<file path="config.mk">
export PLATFORM = sky130hd
export DESIGN_NAME = ccst_top
export DESIGN_NICKNAME = d
export VERILOG_FILES = /design/src/design/ccst_top.v /design/src/design/ccst_clk_sel.v
export VERILOG_INCLUDE_DIRS = /design/src /design/src/common
export SDC_FILE = /design/constraint.sdc
export NUM_CORES = 1
export LEC_CHECK = 0
export ABC_AREA = 0
export ABC_CLOCK_PERIOD_IN_PS = 3800
export BUFFER_PORTS_ARGS = -buffer_cell sky130_fd_sc_hd__buf_2
export CORE_MARGIN = 3
export CORE_UTILIZATION = 40
export CTS_BUF_LIST = sky130_fd_sc_hd__clkbuf_8
export DETAILED_ROUTE_END_ITERATION = 6
export GPL_TIMING_DRIVEN = 0
export MAX_ROUTING_LAYER = met4
export PLACE_DENSITY = 0.62
export SYNTH_ARGS = -nofsm -noshare
export SYNTH_HDL_FRONTEND = slang
export SYNTH_HIERARCHICAL = 1
export SYNTH_SLANG_ARGS = --single-unit
</file>
<file path="constraint.sdc">
create_clock -name clk -period 3.8 [get_ports clk]
set_input_delay 0.57 -clock clk [delete_from_list [all_inputs] [get_ports clk]]
set_output_delay 0.57 -clock clk [all_outputs]
set_load 0.05 [all_outputs]
</file>
<file path="src/common/ccst_map.vh">
`ifndef CCST_MAP_VH
`define CCST_MAP_VH
// clock period
`define CCST_T_CLK_NS          4
// convert state durations, internal oscillator
`define CCST_T_CONV60_NS       66600000
`define CCST_T_CONV50_NS       80000000
`define CCST_T_CONVCMB_NS      72800000
// data output bound, internal serial clock, internal oscillator
`define CCST_T_DOUT_NS         1670000
`define CCST_T_DOUTCMB_NS      1830000
// external clock absence window (one period at 2560 Hz is 390625 ns)
`define CCST_T_EXT_WIN_NS      400000
// conversion clock periods per convert state, external clock
`define CCST_EXT_CONV_PERIODS  10278
// conversion clock periods per data output, and serial clock divide
`define CCST_DOUT_PERIODS      256
`define CCST_SCK_DIV           8
`define CCST_WORD_BITS         32
// derived cycle counts
`define CCST_CONV60_CYC   (`CCST_T_CONV60_NS / `CCST_T_CLK_NS)
`define CCST_CONV50_CYC   (`CCST_T_CONV50_NS / `CCST_T_CLK_NS)
`define CCST_CONVCMB_CYC  (`CCST_T_CONVCMB_NS / `CCST_T_CLK_NS)
`define CCST_TICK_CYC     (`CCST_T_DOUT_NS / (`CCST_DOUT_PERIODS * `CCST_T_CLK_NS))
`define CCST_TICKCMB_CYC  (`CCST_T_DOUTCMB_NS / (`CCST_DOUT_PERIODS * `CCST_T_CLK_NS))
`define CCST_EXT_WIN_CYC  ((`CCST_T_EXT_WIN_NS + `CCST_T_CLK_NS - 1) / `CCST_T_CLK_NS)
`endif

</file>
<file path="src/design/ccst_top.v">
`timescale 1ns/10ps
`default_nettype none
`include "ccst_map.vh"
// Functional notes
// pin low selects 60Hz, high 50Hz
// select change only affects current conversion; code latches the choice at the start of the next conversion
// detect external clock on pin, stop oscillator
// external clock must be 2560Hz or faster
// no external clock: return to internal oscillator
// source change in sleep/output leaves operation intact
// source change mid-conversion spoils only that result
// internal serial clock duty may change, data valid
// 60Hz internal convert lasts 66.6ms
// 50Hz internal convert lasts 80ms
// external clock convert lasts 10278 periods
// internal sck output: 32 cycles, 1.67ms max
// internal sck, external clock: 256 periods max
// external sck output: 32 host clocks max
// status in convert/sleep, result in output
// combined variant: low pin rejects both
// host averages two latest combined results
// combined internal convert lasts 72.8ms
// combined internal output lasts 1.83ms max
// internal serial clock is conversion clock/8
// sleep until sck rises with select low
// no edge within window means clock absent
// clock source switch without short pulses
module ccst_top #(
  parameter integer COMBINED  = 0,
  parameter integer CONV60    = `CCST_CONV60_CYC,
  parameter integer CONV50    = `CCST_CONV50_CYC,
  parameter integer CONVCMB   = `CCST_CONVCMB_CYC,
  parameter integer EXT_CONV  = `CCST_EXT_CONV_PERIODS,
  parameter integer WIN_CYC   = `CCST_EXT_WIN_CYC,
  parameter integer TICK_CYC  = `CCST_TICK_CYC,
  parameter integer TICKCMB   = `CCST_TICKCMB_CYC
) (
  input  wire        clk,
  input  wire        rst,
  input  wire        rejection_select_pin,
  input  wire        cs_n,
  input  wire        sck_i,
  input  wire [29:0] result_data,
  output reg         sck_o,
  output reg         sck_oe,
  output reg         serial_out,
  output reg         serial_out_oe,
  output reg         int_osc_en,
  output reg         convert_active
);
  localparam [1:0] ST_CONV  = 2'h0;
  localparam [1:0] ST_SLEEP = 2'h1;
  localparam [1:0] ST_DOUT  = 2'h2;

  wire        ext_sel;
  wire        tick;
  wire        sel_high;
  reg         cs_s1_q;
  reg         cs_s2_q;
  reg         cs_s3_q;
  reg         sck_s1_q;
  reg         sck_s2_q;
  reg         sck_s3_q;
  reg  [1:0]  state_q;
  reg  [31:0] cyc_q;
  reg  [31:0] lim_q;
  reg  [15:0] per_q;
  reg  [29:0] res_q;
  reg  [31:0] shift_q;
  reg  [5:0]  falls_q;
  reg         int_mode_q;
  reg         boot_q;
  reg  [1:0]  ph_q;
  reg         sck_int_q;
  wire        cs_low;
  wire        cs_fall;
  wire        cs_rise;
  wire        gen_on;
  wire        ph_end;
  wire        rise;
  wire        fall;
  wire        conv_done;

  function [31:0] conv_limit;
    input hi;
    begin
      if (hi)
        conv_limit = CONV50;
      else if (COMBINED != 0)
        conv_limit = CONVCMB;
      else
        conv_limit = CONV60;
    end
  endfunction

  ccst_clk_sel #(
    .WIN_CYC  (WIN_CYC),
    .TICK_CYC ((COMBINED != 0) ? TICKCMB : TICK_CYC)
  ) u_clk_sel (
    .clk                  (clk),
    .rst                  (rst),
    .rejection_select_pin (rejection_select_pin),
    .ext_sel_q            (ext_sel),
    .conv_tick_q          (tick),
    .sel_high_q           (sel_high)
  );

  assign cs_low  = ~cs_s2_q;
  assign cs_fall = ~cs_s2_q & cs_s3_q;
  assign cs_rise = cs_s2_q & ~cs_s3_q;
  assign gen_on  = int_mode_q & cs_low & (state_q != ST_CONV);
  assign ph_end  = tick & (ph_q == 2'h3);
  // serial clock from conversion clock divided by 8
  assign rise = int_mode_q ? (gen_on & ph_end & ~sck_int_q)
                           : (sck_s2_q & ~sck_s3_q);
  assign fall = int_mode_q ? (gen_on & ph_end & sck_int_q)
                           : (~sck_s2_q & sck_s3_q);
  // conversion length in cycles or external periods
  assign conv_done = ext_sel ? (tick && per_q >= EXT_CONV - 1)
                             : (cyc_q >= lim_q - 1);

  always @(posedge clk or posedge rst) begin
    if (rst) begin
      cs_s1_q        <= 1'b1;
      cs_s2_q        <= 1'b1;
      cs_s3_q        <= 1'b1;
      sck_s1_q       <= 1'b1;
      sck_s2_q       <= 1'b1;
      sck_s3_q       <= 1'b1;
      state_q        <= ST_CONV;
      cyc_q          <= 32'h0000_0000;
      lim_q          <= (COMBINED != 0) ? CONVCMB : CONV60;
      per_q          <= 16'h0000;
      res_q          <= 30'h0000_0000;
      shift_q        <= 32'hFFFF_FFFF;
      falls_q        <= 6'h00;
      int_mode_q     <= 1'b1;
      boot_q         <= 1'b1;
      ph_q           <= 2'h0;
      sck_int_q      <= 1'b0;
      sck_o          <= 1'b0;
      sck_oe         <= 1'b0;
      serial_out     <= 1'b1;
      serial_out_oe  <= 1'b0;
      int_osc_en     <= 1'b1;
      convert_active <= 1'b1;
    end else begin
      cs_s1_q  <= cs_n;
      cs_s2_q  <= cs_s1_q;
      cs_s3_q  <= cs_s2_q;
      sck_s1_q <= sck_i;
      sck_s2_q <= sck_s1_q;
      sck_s3_q <= sck_s2_q;
      boot_q   <= 1'b0;
      // serial clock mode chosen after reset and at each select fall
      if (boot_q || cs_fall)
        int_mode_q <= sck_s2_q;
      // divider keeps running across source changes; only duty moves
      if (!gen_on) begin
        ph_q      <= 2'h0;
        sck_int_q <= 1'b0;
      end else if (tick) begin
        ph_q <= ph_q + 2'h1;
        if (ph_end)
          sck_int_q <= ~sck_int_q;
      end
      case (state_q)
        ST_CONV: begin
          cyc_q <= cyc_q + 32'h0000_0001;
          if (tick)
            per_q <= per_q + 16'h0001;
          if (conv_done) begin
            res_q   <= result_data;
            state_q <= ST_SLEEP;
          end
        end
        ST_SLEEP: begin
          // source and select changes here cannot disturb anything
          if (cs_low && rise && !cs_fall) begin
            shift_q <= {2'b00, res_q};
            falls_q <= 6'h00;
            state_q <= ST_DOUT;
          end
        end
        ST_DOUT: begin
          if (cs_rise) begin
            state_q <= ST_CONV;
          end else if (fall) begin
            shift_q <= {shift_q[30:0], 1'b1};
            falls_q <= falls_q + 6'h01;
            if (falls_q == `CCST_WORD_BITS - 1)
              state_q <= ST_CONV;
          end
        end
        default: begin
          state_q <= ST_CONV;
        end
      endcase
      // next conversion latches the rejection choice at its start
      if (state_q != ST_CONV) begin
        cyc_q <= 32'h0000_0000;
        per_q <= 16'h0000;
        lim_q <= conv_limit(sel_high);
      end
      if (state_q == ST_DOUT)
        serial_out <= shift_q[31];
      else
        serial_out <= (state_q == ST_CONV);
      serial_out_oe  <= cs_low;
      sck_o          <= sck_int_q;
      sck_oe         <= int_mode_q & cs_low;
      int_osc_en     <= ~ext_sel;
      convert_active <= (state_q == ST_CONV);
    end
  end
endmodule // ccst_top
`default_nettype wire

</file>
<file path="src/design/ccst_clk_sel.v">
`timescale 1ns/10ps
`default_nettype none
`include "ccst_map.vh"
module ccst_clk_sel #(
  parameter integer WIN_CYC  = `CCST_EXT_WIN_CYC,
  parameter integer TICK_CYC = `CCST_TICK_CYC
) (
  input  wire clk,
  input  wire rst,
  input  wire rejection_select_pin,
  output reg  ext_sel_q,
  output reg  conv_tick_q,
  output reg  sel_high_q
);
  reg        pin_s1_q;
  reg        pin_s2_q;
  reg        pin_s3_q;
  reg [31:0] win_q;
  reg [1:0]  edges_q;
  reg [31:0] osc_q;
  wire       pin_rise;
  wire       win_out;
  wire       osc_tick;

  assign pin_rise = pin_s2_q & ~pin_s3_q;
  assign win_out  = (win_q == WIN_CYC - 1);
  assign osc_tick = ~ext_sel_q & (osc_q == TICK_CYC - 1);

  always @(posedge clk or posedge rst) begin
    if (rst) begin
      pin_s1_q    <= 1'b0;
      pin_s2_q    <= 1'b0;
      pin_s3_q    <= 1'b0;
      win_q       <= 32'h0000_0000;
      edges_q     <= 2'h0;
      osc_q       <= 32'h0000_0000;
      ext_sel_q   <= 1'b0;
      conv_tick_q <= 1'b0;
      sel_high_q  <= 1'b0;
    end else begin
      pin_s1_q <= rejection_select_pin;
      pin_s2_q <= pin_s1_q;
      pin_s3_q <= pin_s2_q;
      // absence window restarts on every rising edge
      if (pin_rise)
        win_q <= 32'h0000_0000;
      else if (!win_out)
        win_q <= win_q + 32'h0000_0001;
      if (pin_rise && !win_out)
        edges_q <= (edges_q == 2'h2) ? 2'h2 : edges_q + 2'h1;
      else if (pin_rise)
        edges_q <= 2'h1;
      else if (win_out)
        edges_q <= 2'h0;
      ext_sel_q <= (edges_q == 2'h2) & ~win_out;
      // internal oscillator off while external clock runs
      if (ext_sel_q || osc_tick)
        osc_q <= 32'h0000_0000;
      else
        osc_q <= osc_q + 32'h0000_0001;
      // only whole periods of either source become ticks
      conv_tick_q <= ext_sel_q ? pin_rise : osc_tick;
      if (!ext_sel_q)
        sel_high_q <= pin_s2_q;
    end
  end
endmodule // ccst_clk_sel
`default_nettype wire

</file>
==> reports/qor_table.md, run 1 <==
| Parameter | Reported |
|---|---|
| Result of the run | finished, final reports clean |
| Post-synthesis area per instance | 9.749 µm² |
| Effective utilization at floorplan | 0.4103 |
| Number of I/O pins | 41 |
| Cell area after synthesis | 0.01039 mm² |
| Detailed Routing Iterations Pass 1 | 4 |
| Clock Tree Buf Depth | 3 |
| CP Class | reg -> reg |
| Highest clock rate | 0.3562 GHz |
| Syn Inst Count | 1066 |
| DRT Wirelength | 21.87 mm |
| Largest stage delay, worst path | 690 ps |
| Sum Neg Setup Slack | 0 ps |
| Fraction of final layout cells sized beyond drive strength 1 | 0.1739 |
| Setup Fix Bufs, Post-CTS | 0 |
| Worst-margin pin slew | 923.2 ps |
| Category of cells accounting for the largest share of critical-path delay | compound AO/OA/AOI/OAI gates |
| DR vias | 7741 |
| Worst min path class | in -> reg |
| CTS tree | done |
| Max transition margin | 0.3832 |
| Proportion of power drawn by the clock network | 0.320 |
| Placed wire-length estimate | 14.74 mm |
| Ratio of routed vias to standard cells | 5.130 |
| Cell-internal power | 4.573 mW |
| Total number of yosys warnings | 6 |
| Setup violations, final | 0 |
| Via count of the first global-routing pass | 7474 |
| Critical path required time | 4180 ps |
| Combined global-route utilization of all metal layers | 0.1595 |
| Final hold violations | 0 |
| Clk root buf | sky130_fd_sc_hd__clkbuf_8 |
| Maximum number of pins on one net before global-route repair | 60 |
| Synthesized flop and latch total | 209 |
| Hold Path Stages | 1 |
| PD cells | 563.4 mW/mm² |
| Share of flip-flops with an asynchronous set or reset after synthesis | 1.000 |
| Count of flip-flops with a built-in enable after synthesis | 0 |
| Max-capacitance violation count | 0 |
| Routed met1 length | 11.01 mm |
| Arrival @ worst endpoint | 3190 ps |
| Count of pins over their slew limit | 0 |
| Number of nets in the layout | 1210 |
| Total length of routed met2 wires | 9.624 mm |
| Critical-path top delay cell | sky130_fd_sc_hd__a2111oi_0 |
| Number of input and output port buffers inserted | 40 |
| Worst r2r path cells | 8 |
| Number of DRC violations after detailed-routing iteration 0 | 449 |
| Largest voltage drop on the vdd net | 373.1 µV |
| Die ar. | 0.02795 mm² |
| Total net switching power | 2.130 mW |
| Startpoint of the most critical hold path | rejection_select_pin |
| Leakage dissipation | 5.156 nW |
| Met3 wire length | 760 µm |
| Top routing layer used | met4 |
| Number of nets with antenna violations after detailed routing | 0 |
| P&R area growth vs syn | 14.50% |
| Clk sinks | 209 |
| Most common flop cell mapped by yosys | sky130_fd_sc_hd__dfrtp_1 |
| Total chip power | 6.703 mW |
| Post-synthesis net count | 1126 |
| Core outline area | 0.02533 mm² |
| Ant diodes | 0 |
| Min cycle time layout | 2808 ps |
| Global route total overflow | 0 |
| RSZ-0062 raised after global routing | no |
| Wire length per cell | 14.49 µm |
| Row count | 58 |
| Kind of end point of the critical path | register |
| Critical path startpoint category | register |
| Combined buffer and inverter count along the critical path | 2 |
| Initial antenna violation count | 0 |
| Critical Path Stages | 8 |
| Sequential cell area fraction in the yosys report | 0.5085 |
| DIE WIDTH | 167.2 µm |
| Sequence of cells on the critical path | inv_1 -> ha_1 -> a2111oi_0 -> o211ai_1 -> a41oi_2 -> o21a_1 -> buf_2 -> o32ai_1 |
| Skew-Pair Late Insertion Delay | 510 ps |
| CTS Buf Count | 37 |
| Worst setup path start | lim_q[16]$_DFFE_PP0N_ |
| Register share of total power | 0.440 |
| Clock Pin Slew Worst Setup and Hold Paths | 70 ps |
| FILL cells | 2372 |
| Vert. Die Dim | 167.2 µm |
| RePlAce Congestion | 0.8336 |
| Unique cell type count in the Yosys netlist | 68 |
| Highest net fanout along the worst path | 10 |
| Final worst-path cycle share | 0.7389 |
| Final clock skew | 11.69 ps |
| Reg-to-reg startpoint | lim_q[16]$_DFFE_PP0N_ |
| Global-route wire length before repair | 37.07 mm |
| Switching Share | 0.3178 |
| Combinational power share | 0.239 |
| Total number of H-tree levels | 2 |
| Number of remaining DRC errors | 0 |
[metal layers]
metal  vias up  global-route usage
li1       3878                   -
met1      3702              0.2289
met2       112              0.2345
met3        49             0.02809
met4         0             0.04447
met5         -                   -
[kinds of logic (layout without fill, tap and decap cells)]
family                   after synthesis  after routing  synth area share
AND/OR/NAND/NOR                      431            431            0.2103
flip-flops                           209            209            0.5085
AO/OA/AOI/OAI                        188            188            0.1141
buffers and inverters                109            222           0.04864
XOR/XNOR                              97             97           0.08175
adder cells (fa/ha/maj)               25             25           0.03010
multiplexers                           6              6          0.006140
other                                  1              1         0.0003608
[cells in the final DEF (no fill, tap or decap), types with 12 or more instances in the layout]
master / count
sky130_fd_sc_hd__ha_1: 25
sky130_fd_sc_hd__nand2_1: 86
sky130_fd_sc_hd__nor3_1: 17
sky130_fd_sc_hd__dfrtp_1: 165
sky130_fd_sc_hd__o32ai_1: 25
sky130_fd_sc_hd__inv_1: 61
sky130_fd_sc_hd__nand4_1: 37
sky130_fd_sc_hd__and3_1: 18
sky130_fd_sc_hd__xor2_1: 61
sky130_fd_sc_hd__and2_1: 12
sky130_fd_sc_hd__clkbuf_8: 54
sky130_fd_sc_hd__xnor2_1: 36
sky130_fd_sc_hd__nor4_1: 13
sky130_fd_sc_hd__nand3_1: 39
sky130_fd_sc_hd__buf_2: 55
sky130_fd_sc_hd__clkbuf_1: 25
sky130_fd_sc_hd__o21ai_0: 83
sky130_fd_sc_hd__nor2_1: 148
sky130_fd_sc_hd__a21oi_1: 48
sky130_fd_sc_hd__dfstp_2: 44
[power groups by stage]
stage | Clock, mW | Combinational [mW] | Sequential, mW
after floorplan | 0 | 1.17 | 3.00
after global placement | 0 | 1.58 | 2.98
after detailed placement | 0 | 1.62 | 2.99
after CTS | 2.21 | 1.63 | 2.95
after global routing | 2.32 | 1.83 | 3.01
final | 2.15 | 1.60 | 2.95
[flip-flops by register name (all words and copies together) (netlist names), 2 cells and up]
register           count
falls_q                6
lim_q                  2
shift_q               32
cyc_q                 32
res_q                 30
u_clk_sel/osc_q       32
u_clk_sel/edges_q      2
state_q                2
per_q                 16
u_clk_sel/win_q       32
ph_q                   2
[worst reg2reg max path, delay by kind of cell, from the launching register on]
| family | cells | cell delay [ps] |
|---|---|---|
| DFF | 1 | 360 |
| buffers and inverters | 2 | 420 |
| adders and majority gates | 1 | 290 |
| AOI/OAI and AO/OA | 5 | 1620 |
[cell type report]
type	count	area, µm²	area share
Timing Repair Buffer	45	297.8	0.02503
Clock inverter	16	73.82	0.006204
Sequential cell	209	5285	0.4442
Multi-Input combinational cell	748	4602	0.3868
Inverter	54	209.0	0.01756
Clock buffer	52	715.7	0.06015
Tap cell	330	412.9	0.03470
Buffer	55	302.8	0.02545
[Yosys cell counts (2+ instances only)]
cell type                    n  area share
sky130_fd_sc_hd__mux2_2      3      0.0033
sky130_fd_sc_hd__nand4_1    37       0.022
sky130_fd_sc_hd__nor4_1     13      0.0078
sky130_fd_sc_hd__clkbuf_1   25      0.0090
sky130_fd_sc_hd__mux2i_1     3      0.0029
sky130_fd_sc_hd__nor3b_1     2      0.0014
sky130_fd_sc_hd__nand3_1    39       0.019
sky130_fd_sc_hd__inv_1      54       0.020
sky130_fd_sc_hd__o21ai_0    83       0.040
sky130_fd_sc_hd__nor3_1     17      0.0082
sky130_fd_sc_hd__o21a_1      2      0.0014
sky130_fd_sc_hd__or3_1      11      0.0066
sky130_fd_sc_hd__xnor2_1    36       0.030
sky130_fd_sc_hd__nor2b_1     6      0.0036
sky130_fd_sc_hd__and4_1     11      0.0093
sky130_fd_sc_hd__and4_2      2      0.0019
sky130_fd_sc_hd__nand2_1    86       0.031
sky130_fd_sc_hd__o32ai_2     5      0.0078
sky130_fd_sc_hd__buf_6       5      0.0054
sky130_fd_sc_hd__or2_2       2      0.0012
sky130_fd_sc_hd__nor4_2      6      0.0072
sky130_fd_sc_hd__and3_1     18       0.011
sky130_fd_sc_hd__a211oi_1    3      0.0022
sky130_fd_sc_hd__nand3_2     3      0.0029
sky130_fd_sc_hd__or4_1       5      0.0036
sky130_fd_sc_hd__a21oi_1    48       0.023
sky130_fd_sc_hd__dfstp_2    44        0.11
sky130_fd_sc_hd__clkbuf_8    2      0.0026
sky130_fd_sc_hd__a41o_1      3      0.0029
sky130_fd_sc_hd__xor2_1     61       0.051
sky130_fd_sc_hd__o32ai_1    25       0.021
sky130_fd_sc_hd__and2_1     12      0.0072
sky130_fd_sc_hd__a31oi_1     3      0.0018
sky130_fd_sc_hd__ha_1       25       0.030
sky130_fd_sc_hd__nor4b_2     2      0.0029
sky130_fd_sc_hd__nor2_1    148       0.053
sky130_fd_sc_hd__dfrtp_1   165        0.40
sky130_fd_sc_hd__clkbuf_2    2     0.00096
sky130_fd_sc_hd__o211ai_1    4      0.0029
sky130_fd_sc_hd__buf_2      15      0.0072
sky130_fd_sc_hd__buf_1       3      0.0011
[stage by stage]
step	cell area [µm²]	utilization	hold slack, ps	setup WS (ps)	cells
floorplan	10400	-	331.2	1405	1066
detailed placement	11100	0.4382	348.7	997.1	1440
finish	11900	0.4698	161.5	992.2	1509
global route	11900	0.4698	142.5	811.3	1509
global placement	11010	0.4347	345.8	405.6	1436
CTS	11900	0.4698	132.9	976.9	1509
[worst paths after layout]
path,to,slack [ps]
max,res_q[25]$_DFFE_PP0P_,990
min in group asynchronous,u_clk_sel/osc_q[23]$_DFF_PP0_,570
max in group asynchronous,sck_s2_q$_DFF_PP1_,2030
min,u_clk_sel/pin_s1_q$_DFF_PP0_,160
max reg2reg,res_q[25]$_DFFE_PP0P_,990
min reg2reg,sck_s2_q$_DFF_PP1_,350
[timing repair]
action                                  in CTS  in global routing
endpoints found under the setup margin       0                  0
hold buffers                                 1                  0
hold endpoints to repair                    13                  0
gates resized for setup                      0                  0
(Power assumes the default switching activity.)
==> inputs of run 2 (changes only) <==
ABC_CLOCK_PERIOD_IN_PS = 2550   (was 3800)
clock period = 2.55 ns   (was 3.8 ns; I/O delays follow)
==> run 2 against run 1 <==
The run now ends with negative setup slack left; via count grew 1.2%; register-to-register slack got worse by 1000 ps; sequential share of layout area is 1.6 points lower; cell count is 0.73% higher; global-route usage rose by 0.19 points; routed wire length up 3.0%; flip-flop and latch count is the same; critical path type unchanged; clock-buffer cell count did not move; design area up 3.7%; highest routed layer unchanged; combinational power is 80% higher.
==> reports/qor_table.md, run 2 (synthesized netlist as in run 1, its figures left out) <==
| Parameter | Reported | vs previous |
|---|---|---|
| Clock Pin Slew Worst Setup and Hold Paths | 70 ps | about the same |
| Detailed Routing Iterations Pass 1 | 5 | was 4 |
| RSZ-0062 raised after global routing | yes | was no |
| Vert. Die Dim | 167.2 µm | unchanged |
| Final worst-path cycle share | 1.002 | was 0.7389 |
| Switching Share | 0.3212 | was 0.3178 |
| Clk root buf | sky130_fd_sc_hd__clkbuf_8 | unchanged |
| Total length of routed met2 wires | 10.04 mm | was 9.624 mm |
| Result of the run | complete, but fails checks | was finished, final reports clean |
| Final hold violations | 0 | unchanged |
| Setup violations, final | 2 | was 0 |
| Initial antenna violation count | 0 | unchanged |
| Final clock skew | 13.65 ps | was 11.69 ps |
| Total number of H-tree levels | 2 | unchanged |
| Met3 wire length | 799 µm | was 760 µm |
| Arrival @ worst endpoint | 2940 ps | was 3190 ps |
| Placed wire-length estimate | 14.74 mm | unchanged |
| CTS Buf Count | 37 | unchanged |
| DR vias | 7833 | was 7741 |
| P&R area growth vs syn | 18.71% | was 14.50% |
| Clock Tree Buf Depth | 3 | unchanged |
| Leakage dissipation | 5.295 nW | was 5.156 nW |
| Number of remaining DRC errors | 0 | unchanged |
| Die ar. | 0.02795 mm² | unchanged |
| Critical path startpoint category | register | unchanged |
| Worst r2r path cells | 9 | was 8 |
| Cell area after layout | 0.01234 mm² | was 0.01190 mm² |
| Fraction of final layout cells sized beyond drive strength 1 | 0.2059 | was 0.1739 |
| Sum Neg Setup Slack | -4.380 ps | was 0 ps |
| Violations in the final reports | negative setup slack |  |
| Maximum number of pins on one net before global-route repair | 60 | unchanged |
| Min cycle time layout | 2554 ps | was 2808 ps |
| Total net switching power | 3.365 mW | was 2.130 mW |
| Skew-Pair Late Insertion Delay | 520 ps | was 510 ps |
| Routed met1 length | 11.20 mm | was 11.01 mm |
| FILL cells | 2303 | was 2372 |
| Commonest cells after routing, fill and taps aside | 165 x sky130_fd_sc_hd__dfrtp_1, 148 x sky130_fd_sc_hd__nor2_1, 86 x sky130_fd_sc_hd__nand2_1 | unchanged |
| Number of nets in the layout | 1221 | was 1210 |
| Combinational power share | 0.274 | was 0.239 |
| Max transition margin | 0.3846 | was 0.3832 |
| Worst min path class | in -> reg | unchanged |
| Effective utilization at floorplan | 0.4103 | unchanged |
| Kind of end point of the critical path | register | unchanged |
| CP Class | reg -> reg | unchanged |
| Via count of the first global-routing pass | 7557 | was 7474 |
| Worst setup path start | lim_q[23]$_DFFE_PP1N_ | was lim_q[16]$_DFFE_PP0N_ |
| End of the worst register-to-register path | res_q[25]$_DFFE_PP0P_ | unchanged |
| DIE WIDTH | 167.2 µm | unchanged |
| Worst Hold Slack | 139.5 ps | was 161.5 ps |
| Global route total overflow | 0 | unchanged |
| Max-capacitance violation count | 0 | unchanged |
| Number of DRC violations after detailed-routing iteration 0 | 492 | was 449 |
| CTS tree | done | unchanged |
| Combined global-route utilization of all metal layers | 0.1614 | was 0.1595 |
| Highest clock rate | 0.3916 GHz | was 0.3562 GHz |
| Proportion of power drawn by the clock network | 0.306 | was 0.320 |
| Endpoint of the most critical setup path | res_q[25]$_DFFE_PP0P_ | unchanged |
| Critical path required time | 2930 ps | was 4180 ps |
| Number of nets with antenna violations after detailed routing | 0 | unchanged |
| Global-route wire length before repair | 37.52 mm | was 37.07 mm |
| Top routing layer used | met4 | unchanged |
| Worst-margin pin slew | 921.1 ps | was 923.2 ps |
| RePlAce Congestion | 0.8336 | unchanged |
| Highest net fanout along the worst path | 5 | was 10 |
| Final Util | 0.4871 | was 0.4698 |
| Most common cell after layout, fill and taps aside | sky130_fd_sc_hd__dfrtp_1 | unchanged |
| Cell-internal power | 7.112 mW | was 4.573 mW |
| Number of input and output port buffers inserted | 40 | unchanged |
| Setup slack on the worst flop-to-flop path | -4 ps | was 990 ps |
| Total chip power | 10.48 mW | was 6.703 mW |
| Largest voltage drop on the vdd net | 556.0 µV | was 373.1 µV |
| Register share of total power | 0.420 | was 0.440 |
| Wire length per cell | 14.81 µm | was 14.49 µm |
| PD cells | 849.3 mW/mm² | was 563.4 mW/mm² |
| Row count | 58 | unchanged |
| Setup slack of the critical path after layout | -3.882 ps | was 992.2 ps |
| Ratio of routed vias to standard cells | 5.153 | was 5.130 |
| Area of placed instances | 0.01110 mm² | unchanged |
| DRT Wirelength | 22.51 mm | was 21.87 mm |
| Reg-to-reg startpoint | lim_q[23]$_DFFE_PP1N_ | was lim_q[16]$_DFFE_PP0N_ |
| Core outline area | 0.02533 mm² | unchanged |
| Number of I/O pins | 41 | unchanged |
| Count of pins over their slew limit | 0 | unchanged |
| Ant diodes | 0 | unchanged |
| Clk sinks | 209 | unchanged |
run 2: changes by cell type in the layout (fill, tap and decap cells not counted), sizes merged:
cell         previous run  this run
clkbuf                 81        82
inv                    62        61
dlygate4sd3             1         4
clkinvlp                3         4
buf                    68        75
run 2: how the worst min path moves through the flow:
stage	startpoint	end	slack (ps)	cells after the start
global placement	sck_s1_q$_DFF_PP1_	sck_s2_q$_DFF_PP1_	350	0
finish	result_data[4]	res_q[4]$_DFFE_PP0P_	140	3
CTS	result_data[4]	res_q[4]$_DFFE_PP0P_	110	3
detailed placement	sck_s1_q$_DFF_PP1_	sck_s2_q$_DFF_PP1_	350	0
global route	result_data[16]	res_q[16]$_DFFE_PP0P_	130	3
floorplan	u_clk_sel/pin_s1_q$_DFF_PP0_	u_clk_sel/pin_s2_q$_DFF_PP0_	330	0
run 2: final cells by class:
cell class                      count  area (µm²)  share of cell area
Buffer                             54       321.6             0.02606
Sequential cell                   209        5285              0.4284
Tap cell                          330       412.9             0.03347
Clock inverter                     16       73.82            0.005984
Clock buffer                       52       715.7             0.05801
Inverter                           54       212.7             0.01724
Timing Repair Buffer               57       455.4             0.03692
Multi-Input combinational cell    748        4860              0.3939
run 2: critical path: stages (launching register included):
cell	delay (ps)
sky130_fd_sc_hd__dfstp_2	560
sky130_fd_sc_hd__clkinvlp_4	140
sky130_fd_sc_hd__ha_4	280
sky130_fd_sc_hd__nor4b_4	160
sky130_fd_sc_hd__o2111ai_1	130
sky130_fd_sc_hd__a2111o_1	480
sky130_fd_sc_hd__a211oi_4	220
sky130_fd_sc_hd__buf_6	200
sky130_fd_sc_hd__buf_8	150
sky130_fd_sc_hd__o32ai_2	90
run 2: repair_timing:
action                     in CTS  in global routing
cloned                          2                  0
setup endpoints to repair      30                 30
setup buffers                   6                  1
gates resized for setup        20                 35
pin swaps                       4                 12
hold buffers                    4                  0
hold endpoints to repair       16                  0
run 2: per-layer routing:
layer,vias up,track usage
met3,52,0.02809
met2,117,0.2391
li1,3906,-
met4,0,0.04447
met5,-,-
met1,3758,0.2304
run 2: power by group through the flow:
stage	Clock, mW	Combinational [mW]	Sequential (mW)
after global placement	0	2.35	4.44
after floorplan	0	1.74	4.46
final	3.20	2.88	4.40
after detailed placement	0	2.42	4.45
after CTS	3.30	2.58	4.39
after global routing	3.46	3.21	4.48
run 2: metrics by stage:
step / std cells / worst slack, ps
after global routing: 1520 / -63.35
after detailed placement: 1440 / -252.9
final: 1520 / -3.882
after floorplan: 1066 / 214.3
after CTS: 1519 / -22.36
after global placement: 1436 / -656.9
